==> src/shared/irc_pkg.sv <==
/*
 Constants for the interrupt request classifier: address window, field
 positions of the interrupt message address, and the result codes.
 Assumes a 32-bit request address and a 16-bit requester identifier.
*/
package irc_pkg;
	localparam int          ADDR_W        = 32;
	localparam int          SID_W         = 16;
	localparam int          HANDLE_W      = 16;
	localparam int          WIN_HI        = 31;
	localparam int          WIN_LO        = 20;
	localparam logic [11:0] WIN_VALUE     = 12'hFEE;
	localparam int          FMT_BIT       = 4;
	localparam int          HLO_HI        = 19;
	localparam int          HLO_LO        = 5;
	localparam int          HHI_BIT       = 2;
	localparam logic [3:0]  DW_LEN        = 4'h1;
	localparam logic [SID_W-1:0] SID_ZERO = 16'h0000;

	// Request kinds presented by the upstream transaction decoder
	typedef enum logic [1:0] {
		IRC_KIND_WRITE  = 2'h0,
		IRC_KIND_READ   = 2'h1,
		IRC_KIND_ATOMIC = 2'h2
	} irc_kind_t;

	// Outcome of classification
	typedef enum logic [1:0] {
		IRC_RES_PASS    = 2'h0,
		IRC_RES_INTR    = 2'h1,
		IRC_RES_UR      = 2'h2,
		IRC_RES_LOCAL   = 2'h3
	} irc_res_t;
endpackage

==> src/logic/irc_classifier.sv <==
/*
 Interrupt request classifier: sits at the upstream write path of the
 root complex, recognises interrupt writes, attaches source identity and
 format, and flags unsupported accesses to the interrupt window.
 Assumes one request per cycle from logic on clock_i; own fault and
 invalidation events enter on a separate local port.
*/
`timescale 1ns/1ps
module irc_classifier #(
	parameter bit REMAP_SUPPORTED = 1'b1
) (
	// Clock and reset
	input  wire logic                        clock_i,
	input  wire logic                        rst_n_i,
	// Upstream request
	input  wire logic                        req_valid_i,
	input  wire logic [1:0]                  req_kind_i,
	input  wire logic                        req_translated_i,
	input  wire logic [3:0]                  req_len_i,
	input  wire logic [irc_pkg::ADDR_W-1:0]  req_addr_i,
	input  wire logic [irc_pkg::SID_W-1:0]   req_rid_i,
	// Locally generated events (fault, invalidation completion)
	input  wire logic                        local_valid_i,
	input  wire logic [irc_pkg::ADDR_W-1:0]  local_addr_i,
	// Capability
	output logic                             cap_remap_o,
	// Classified result
	output logic                             out_valid_o,
	output logic [1:0]                       out_res_o,
	output logic                             out_remap_fmt_o,
	output logic [irc_pkg::SID_W-1:0]        out_sid_o,
	output logic [irc_pkg::HANDLE_W-1:0]     out_handle_o,
	output logic [irc_pkg::ADDR_W-1:0]       out_addr_o
);
	logic rst_meta_reg;
	logic rst_sync_reg;

	always_ff @(posedge clock_i or negedge rst_n_i) begin
		if (!rst_n_i) begin
			rst_meta_reg <= 1'b0;
			rst_sync_reg <= 1'b0;
		end else begin
			rst_meta_reg <= 1'b1;
			rst_sync_reg <= rst_meta_reg;
		end
	end
	wire rst_n = rst_sync_reg;

	// Decode
	wire in_window = req_addr_i[irc_pkg::WIN_HI:irc_pkg::WIN_LO]
		== irc_pkg::WIN_VALUE;
	wire is_write  = req_kind_i == irc_pkg::IRC_KIND_WRITE;
	wire is_read   = req_kind_i == irc_pkg::IRC_KIND_READ;
	wire is_atomic = req_kind_i == irc_pkg::IRC_KIND_ATOMIC;
	wire fmt_bit   = req_addr_i[irc_pkg::FMT_BIT];
	wire is_intr   = in_window && is_write && !req_translated_i
		&& req_len_i == irc_pkg::DW_LEN;
	wire is_ur     = in_window && (is_read
		|| (req_translated_i && (is_write || is_atomic))
		|| (is_write && req_len_i != irc_pkg::DW_LEN)
		|| (is_intr && fmt_bit && !REMAP_SUPPORTED));
	wire [irc_pkg::HANDLE_W-1:0] handle = {
		req_addr_i[irc_pkg::HHI_BIT],
		req_addr_i[irc_pkg::HLO_HI:irc_pkg::HLO_LO]};
	wire [1:0] res_next = is_ur ? irc_pkg::IRC_RES_UR
		: is_intr ? irc_pkg::IRC_RES_INTR : irc_pkg::IRC_RES_PASS;
	wire remap_next = is_intr && fmt_bit;

	assign cap_remap_o = REMAP_SUPPORTED;

	// Local events take priority and never enter the remap path
	always_ff @(posedge clock_i or negedge rst_n) begin
		if (!rst_n) begin
			out_valid_o     <= 1'b0;
			out_res_o       <= irc_pkg::IRC_RES_PASS;
			out_remap_fmt_o <= 1'b0;
			out_sid_o       <= irc_pkg::SID_ZERO;
			out_handle_o    <= '0;
			out_addr_o      <= '0;
		end else if (local_valid_i) begin
			out_valid_o     <= 1'b1;
			out_res_o       <= irc_pkg::IRC_RES_LOCAL;
			out_remap_fmt_o <= 1'b0;
			out_sid_o       <= irc_pkg::SID_ZERO;
			out_handle_o    <= '0;
			out_addr_o      <= local_addr_i;
		end else begin
			out_valid_o     <= req_valid_i;
			out_res_o       <= res_next;
			out_remap_fmt_o <= remap_next;
			// Requester id taken as given, aliases included
			out_sid_o       <= req_rid_i;
			out_handle_o    <= remap_next ? handle : '0;
			out_addr_o      <= req_addr_i;
		end
	end

	// Remappable result only when supported
	property p_fmt_supported;
		@(posedge clock_i) disable iff (!rst_n)
		out_valid_o && out_res_o == irc_pkg::IRC_RES_INTR && out_remap_fmt_o
			|-> REMAP_SUPPORTED;
	endproperty
	a_fmt_supported: assert property (p_fmt_supported)
		else $error("remappable interrupt without support");

	property p_window_intr;
		@(posedge clock_i) disable iff (!rst_n)
		req_valid_i && !local_valid_i && is_write && !req_translated_i
			&& req_len_i == irc_pkg::DW_LEN && in_window
			&& (!fmt_bit || REMAP_SUPPORTED)
			|=> out_valid_o && out_res_o == irc_pkg::IRC_RES_INTR;
	endproperty
	a_window_intr: assert property (p_window_intr)
		else $error("window write not classified as interrupt");

	property p_read_ur;
		@(posedge clock_i) disable iff (!rst_n)
		req_valid_i && !local_valid_i && is_read && in_window
			|=> out_res_o == irc_pkg::IRC_RES_UR;
	endproperty
	a_read_ur: assert property (p_read_ur)
		else $error("window read not answered unsupported");

	property p_xlat_ur;
		@(posedge clock_i) disable iff (!rst_n)
		req_valid_i && !local_valid_i && in_window && req_translated_i
			&& (is_write || is_atomic) |=> out_res_o == irc_pkg::IRC_RES_UR;
	endproperty
	a_xlat_ur: assert property (p_xlat_ur)
		else $error("translated window access not unsupported");

	property p_sid;
		@(posedge clock_i) disable iff (!rst_n)
		req_valid_i && !local_valid_i |=> out_sid_o == $past(req_rid_i);
	endproperty
	a_sid: assert property (p_sid)
		else $error("source id not taken from requester id");

	property p_fmt;
		@(posedge clock_i) disable iff (!rst_n)
		req_valid_i && !local_valid_i && is_intr
			|=> out_remap_fmt_o == $past(req_addr_i[irc_pkg::FMT_BIT]);
	endproperty
	a_fmt: assert property (p_fmt)
		else $error("format bit misclassified");

	property p_handle;
		@(posedge clock_i) disable iff (!rst_n)
		out_valid_o && out_remap_fmt_o |->
			out_handle_o == {out_addr_o[irc_pkg::HHI_BIT],
			out_addr_o[irc_pkg::HLO_HI:irc_pkg::HLO_LO]};
	endproperty
	a_handle: assert property (p_handle)
		else $error("handle does not match address");

	property p_local;
		@(posedge clock_i) disable iff (!rst_n)
		local_valid_i |=> out_valid_o && !out_remap_fmt_o
			&& out_res_o == irc_pkg::IRC_RES_LOCAL;
	endproperty
	a_local: assert property (p_local)
		else $error("local event entered remap path");

	property p_local_clean;
		@(posedge clock_i) disable iff (!rst_n)
		local_valid_i |=> out_sid_o == irc_pkg::SID_ZERO
			&& out_handle_o == '0 && out_addr_o == $past(local_addr_i);
	endproperty
	a_local_clean: assert property (p_local_clean)
		else $error("local event carries request fields");

	property p_nofmt_ur;
		@(posedge clock_i) disable iff (!rst_n)
		req_valid_i && !local_valid_i && is_intr && fmt_bit
			&& !REMAP_SUPPORTED |=> out_res_o == irc_pkg::IRC_RES_UR;
	endproperty
	a_nofmt_ur: assert property (p_nofmt_ur)
		else $error("remappable request accepted without support");

	property p_pass_outside;
		@(posedge clock_i) disable iff (!rst_n)
		req_valid_i && !local_valid_i && !in_window
			|=> out_valid_o && out_res_o == irc_pkg::IRC_RES_PASS;
	endproperty
	a_pass_outside: assert property (p_pass_outside)
		else $error("request outside window not passed");

	property p_long_ur;
		@(posedge clock_i) disable iff (!rst_n)
		req_valid_i && !local_valid_i && in_window && is_write
			&& req_len_i != irc_pkg::DW_LEN |=> out_res_o == irc_pkg::IRC_RES_UR;
	endproperty
	a_long_ur: assert property (p_long_ur)
		else $error("multi-doubleword window write not unsupported");

	property p_compat_handle;
		@(posedge clock_i) disable iff (!rst_n)
		out_valid_o && !out_remap_fmt_o
			|-> out_handle_o == '0;
	endproperty
	a_compat_handle: assert property (p_compat_handle)
		else $error("compatibility result carries a handle");

	property p_valid_pulse;
		@(posedge clock_i) disable iff (!rst_n)
		!req_valid_i && !local_valid_i
			|=> !out_valid_o;
	endproperty
	a_valid_pulse: assert property (p_valid_pulse)
		else $error("result valid without a request");
endmodule

==> config.mk <==
export PLATFORM = sky130hd
export DESIGN_NAME = irc_classifier
export DESIGN_NICKNAME = d
export VERILOG_FILES = /design/src/shared/irc_pkg.sv /design/src/logic/irc_classifier.sv
export SDC_FILE = /design/constraint.sdc
export NUM_CORES = 1
export LEC_CHECK = 0
export BUFFER_PORTS_ARGS = -buffer_cell sky130_fd_sc_hd__buf_2
export CORE_MARGIN = 2
export CORE_UTILIZATION = 30
export DETAILED_ROUTE_END_ITERATION = 10
export PLACE_DENSITY = 0.7
export SLEW_MARGIN = 20
export SYNTH_ARGS = -nofsm -noshare
export SYNTH_HDL_FRONTEND = slang
export SYNTH_SLANG_ARGS = --single-unit
==> constraint.sdc <==
create_clock -name clock_i -period 2.8 [get_ports clock_i]
set_input_delay 0.28 -clock clock_i [delete_from_list [all_inputs] [get_ports clock_i]]
set_output_delay 0.28 -clock clock_i [all_outputs]
set_load 0.05 [all_outputs]
==> flow_summary.yaml, run 1 <==
outcome:
  outcome: "complete, no violations"
floorplan:
  die_width_um: 96.7
  initial_core_util: 0.312
  rows: 33
  num_io_pins: 160
  die_area_sq_um: 9350
  coreArea_sq_um: 8260
  die_height_um: 96.7
timing:
  setup_viol: 0
  fin_skew_ns: 0.00899
  fin_crit_ns: 1.80
  maxSlewHeadroom: 0.417
  max_clock_freq_mhz: 555
  rsz0062_at_grt: "false"
  timing.final.crit_share: 0.643
  hold_viol: 0
  fin_tns_setup_ns: 0
  maxSlewViolCount: 0
  worst_pin_slew_ns: 0.875
placed_design:
  place_congestion: 0.755
  placed_area_sq_um: 3480
  numPortBuffers: 158
  place_inst: 437
  hpwl_um: 4710
flow_run:
  drv_cap: 0
drt:
  wirelength_um: 6220
  drt_iter0_drc: 27
  vias_per_cell: 4.32
  avgRoutedWirePerCell_um: 13.7
  vias: 1962
  final_antenna_net_count: 0
  dr.pass1.iters: 4
  drc: 0
cts:
  cts_max_path_buffers: 2
  clockRootBuffer: "clkbuf_8"
  htreeDepth: 3
  cts_sinks: 70
  clk_pin_slew_ns: 0.08
  clk_latency_ns: 0.33
  cts_tree: "yes"
  cts_resized: 0
  numCtsBuffers: 9
  cts_setup_buffers: 0
global_routing:
  groute.usage.overall: 0.141
  met2_usage: 0.238
  grt-ovfl-total: 0
  grt_max_degree: 30
  antenna_found_initial: 0
  grt_pass1_vias: 2240
  grt_busiest_layer: "met2"
  use_met3: 0.0491
  grt_pass1_wl_um: 10700
  grt_util_met1: 0.168
critical_path:
  critical_path_arrival_ns: 2.03
  path_cells: "buf_2, or4b_1, or4_1, nor3_1"
  cp-end-kind: "flop"
  crit_fanout: 18
  startpoint_type: "input pin"
  crit_family: "simple AND/OR/NAND/NOR gates"
  critPathKind: "input pin to flop"
  critPathMaxStageDelay_ns: 0.80
  slowest_stage: "or4_1"
  crit_buf_inv: 1
  cp.required_ns: 3.03
cells_and_area:
  fill_cells: 797
  stdcell_count: 454
  top_register: "out_addr_o"
  fin_nets: 435
  finalInstanceArea_sq_um: 3720
  syn2layout_area_growth_pct: 44.6
  final-seq-area_sq_um: 1750
  largest_reg_flops: 32
  drive_above_1_share: 0.633
  reg_top3: "out_addr_o: 32 flops, out_handle_o: 16 flops, out_sid_o: 16 flops"
  multi_input_area_sq_um: 749
  antenna-diode-count: 0
yosys:
  netlist_instances: 181
  synth_seq_area_share: 0.680
  synth_cell_types: 20
  avgSynthCellArea_sq_um: 14.2
  synthesis.area_sq_um: 2580
  ys_ff_latch: 70
  synth_warnings: 0
pwr:
  vdd_drop_max_v: 0.000266
  power.density_nw_per_um2: 646
  leakage_nw: 1.90
worst_hold_path:
  min_path_type: "input pin to flop"
-- metrics by stage --
step                      worst slack [ns]  hold slack [ns]   util  power (W)
after floorplan                      0.706          -0.0156      -    0.00136
after global placement               0.716           0.0666  0.422    0.00150
after detailed placement             0.644           0.0695  0.422    0.00150
after CTS                             1.00            0.105  0.451    0.00245
after global routing                 0.907            0.114  0.451    0.00252
final                                0.999            0.126  0.451    0.00241
-- metal layers --
| metal | vias to the layer above | share of wire |
|---|---|---|
| li1 | 923 | - |
| met1 | 939 | 0.40 |
| met2 | 88 | 0.50 |
| met3 | 12 | 0.082 |
| met4 | 0 | 0.018 |
| met5 | - | 0 |
-- synthesized netlist by cell type, drive strengths merged --
cell | number | area share
nor3 | 17 | 0.051
clkbuf | 10 | 0.015
or4 | 1 | 0.0029
or4b | 1 | 0.0039
inv | 2 | 0.0029
buf | 3 | 0.013
nor2b | 19 | 0.046
nand2 | 18 | 0.026
or3 | 1 | 0.0024
mux2 | 31 | 0.14
conb | 1 | 0.0015
or2 | 1 | 0.0024
nand4 | 1 | 0.0024
nand4b | 2 | 0.0068
dfrtp | 70 | 0.68
a211oi | 1 | 0.0029
o21bai | 2 | 0.0058
-- logic make-up after synthesis --
kind of cell	after synthesis	synth area share
DFF	70	0.680
muxes	31	0.136
and+or+nand+nor	61	0.144
AOI/OAI and AO/OA	3	0.00874
buffers and inverters	15	0.0306
other	1	0.00146
-- layout make-up --
cell class	instances	area share
well taps	105	0.0353
inverters	2	0.00202
repair buffers	164	0.228
multi-input cells	97	0.201
clock buffers	11	0.0406
flip-flops and latches	70	0.471
clock inverters	5	0.0218
-- cells in the final DEF (no fill, tap or decap), types with 2 or more instances in the layout --
cell type	count
buf_2	158
dfrtp_1	69
mux2_2	31
nor2b_1	19
nand2_1	18
clkbuf_8	11
nor3_2	9
nor3_1	8
buf_4	4
inv_1	2
nand4b_1	2
o21bai_1	2
conb_1	2
bufinv_16	2
-- final timing paths --
kind                       cells past startpoint  slack (ns)          from              end
max                                            4         1.0  req_len_i[1]  out_handle_o[5]
min reg2reg                                    0        0.29         rst_n  out_handle_o[3]
min                                            2        0.13   req_valid_i      out_valid_o
max in group asynchronous                      1        1.74         rst_n    out_addr_o[1]
max reg2reg                                    1        1.74         rst_n    out_addr_o[1]
min in group asynchronous                      2        0.25       rst_n_i            rst_n
-- power by group --
part / leakage (nW) / switching (W) / internal [W]
combinational: 0.913 / 0.000272 / 0.000128
sequential: 0.873 / 0.0000185 / 0.00106
clock: 0.116 / 0.000376 / 0.000550
-- what timing repair did --
action / in CTS / in global routing
endpoints found under the hold margin: 2 / 0
endpoints found under the setup margin: 0 / 0
hold buffers: 1 / 0
Power figures use the tool's default switching activity.
==> run 2: changes to the inputs <==
- PLACE_DENSITY: 0.7 -> 0.72
- clock period: 2.8 -> 1.6 ns (I/O delays scaled with it)
==> flow_summary.yaml, run 2 (same netlist as run 1, synthesis figures left out) <==
timing:
  rsz0062_at_grt: "false"
  fin_tns_setup_ns: 0
  setup_viol: 0
  fin_crit_ns: 1.40
  fin_skew_ns: 0.00737
  maxSlewViolCount: 0
  timing.final.crit_share: 0.875
  hold_viol: 0
  max_clock_freq_mhz: 714
pwr:
  intPower_w: 0.00289
  swShare: 0.287
  leakage_nw: 1.90
  vdd_drop_max_v: 0.000462
  power.density_nw_per_um2: 1080
  p_switching_w: 0.00116
  seq_power_share: 0.464
  finalPower_w: 0.00405
  p_clk_frac: 0.359
  p_comb_frac: 0.177
cells_and_area:
  final_cell_mix: "buf_2, dfrtp_1, mux2_2, nor2b_1, nand2_1"
  drive_above_1_share: 0.635
  syn2layout_area_growth_pct: 44.9
  multi_input_area_sq_um: 749
  final_common_cell: "buf_2"
  fill_cells: 816
  fin_nets: 439
  fin_util: 0.452
  final-seq-area_sq_um: 1750
  antenna-diode-count: 0
  reg_top3: "out_addr_o: 32 flops, out_handle_o: 16 flops, out_sid_o: 16 flops"
  top_register: "out_addr_o"
  largest_reg_flops: 32
cts:
  cts_max_path_buffers: 2
  clk_pin_slew_ns: 0.07
  cts_sinks: 70
  htreeDepth: 3
  clk_latency_ns: 0.33
  clockRootBuffer: "clkbuf_8"
  numCtsBuffers: 9
  cts_resized: 0
  cts_tree: "yes"
global_routing:
  grt_pass1_vias: 2182
  grt-ovfl-total: 0
  grt_pass1_wl_um: 10500
  antenna_found_initial: 0
  grt_max_degree: 36
  groute.usage.overall: 0.140
placed_design:
  hpwl_um: 4720
  numPortBuffers: 158
  place_congestion: 0.759
critical_path:
  crit_buf_inv: 2
  startpoint_type: "input pin"
  crit_fanout: 18
  critPathLaunch: "req_len_i[1]"
  path_cells: "buf_2, or4b_1, or4_1, buf_4, nor3_1"
  regToRegStartpoint: "rst_n"
  cp-end-kind: "flop"
  slowest_stage: "or4b_1"
  critPathMaxStageDelay_ns: 0.53
  critPathKind: "input pin to flop"
  critical_path_arrival_ns: 1.64
  crit_family: "simple AND/OR/NAND/NOR gates"
  cp.required_ns: 1.84
worst_hold_path:
  min_path_type: "input pin to flop"
  min-delay-start: "local_addr_i[4]"
drt:
  avgRoutedWirePerCell_um: 13.7
  drt-met1-wl_um: 2420
  final_antenna_net_count: 0
  drc: 0
  vias: 1977
  topRoutingLayerUsed: "met4"
  vias_per_cell: 4.32
  wirelength_um: 6270
  drt_iter0_drc: 33
  dr.pass1.iters: 4
  met2_length_um: 3270
  wl_met3_um: 489
floorplan:
  die_height_um: 96.7
  coreArea_sq_um: 8260
  die_area_sq_um: 9350
  initial_core_util: 0.312
  rows: 33
  num_io_pins: 160
  die_width_um: 96.7
flow_run:
  drv_cap: 0
outcome:
  outcome: "complete, no violations"
-- run 2: cell types whose count changed in the layout (fill, tap and decap cells not counted) --
| cell | before | now |
|---|---|---|
| buf_4 | 4 | 7 |
| clkinvlp_4 | 1 | 3 |
| bufinv_16 | 2 | 1 |
| clkinv_4 | 1 | 0 |
| dlygate4sd3_1 | 1 | 2 |
-- run 2: path summary, 6_finish.rpt --
kind | cells after the start | to | slack (ns)
max | 5 | out_handle_o[6] | 0.20
min | 3 | out_addr_o[4] | 0.04
max reg2reg | 1 | out_handle_o[4] | 0.97
min reg2reg | 1 | out_handle_o[2] | 0.29
max in group asynchronous | 1 | out_handle_o[4] | 0.97
min in group asynchronous | 2 | rst_meta_reg | 0.14
-- run 2: layout make-up --
type | count | area share
sequential | 70 | 0.470
multi-input combinational | 97 | 0.201
clock buffer | 11 | 0.0405
inverter | 2 | 0.00201
tap | 105 | 0.0352
clock inverter | 5 | 0.0154
timing repair buffer | 168 | 0.237
-- run 2: timing repair --
item | CTS | global route
endpoints found under the hold margin | 3 | 0
buffers inserted | 0 | 0
hold buffers | 2 | 0
endpoints found under the setup margin | 0 | 0
-- run 2: routing by layer --
metal  up-vias  track usage
met1       955        0.158
met3        10       0.0491
met2        80        0.246
li1        932            -
met5         -            0
met4         0       0.0498
-- run 2: power by group through the flow --
stage,Sequential (W),Combinational (W),Clock [W]
finish,0.00188,0.000715,0.00145
global route,0.00188,0.000763,0.00160
CTS,0.00188,0.000727,0.00152
detailed placement,0.00191,0.000722,0
global placement,0.00191,0.000712,0
floorplan,0.00225,0.000131,0
-- run 2: stage by stage --
| step | worst slack (ns) | cell area (sq um) | hold WS, ns | cells |
|---|---|---|---|---|
| after floorplan | 0.00611 | 2580 | -0.136 | 182 |
| after global placement | -0.0708 | 3500 | -0.0532 | 440 |
| after detailed placement | -0.159 | 3500 | -0.0495 | 440 |
| after CTS | 0.200 | 3730 | 0.0210 | 458 |
| after global routing | 0.122 | 3730 | 0.0280 | 458 |
| final | 0.199 | 3730 | 0.0408 | 458 |
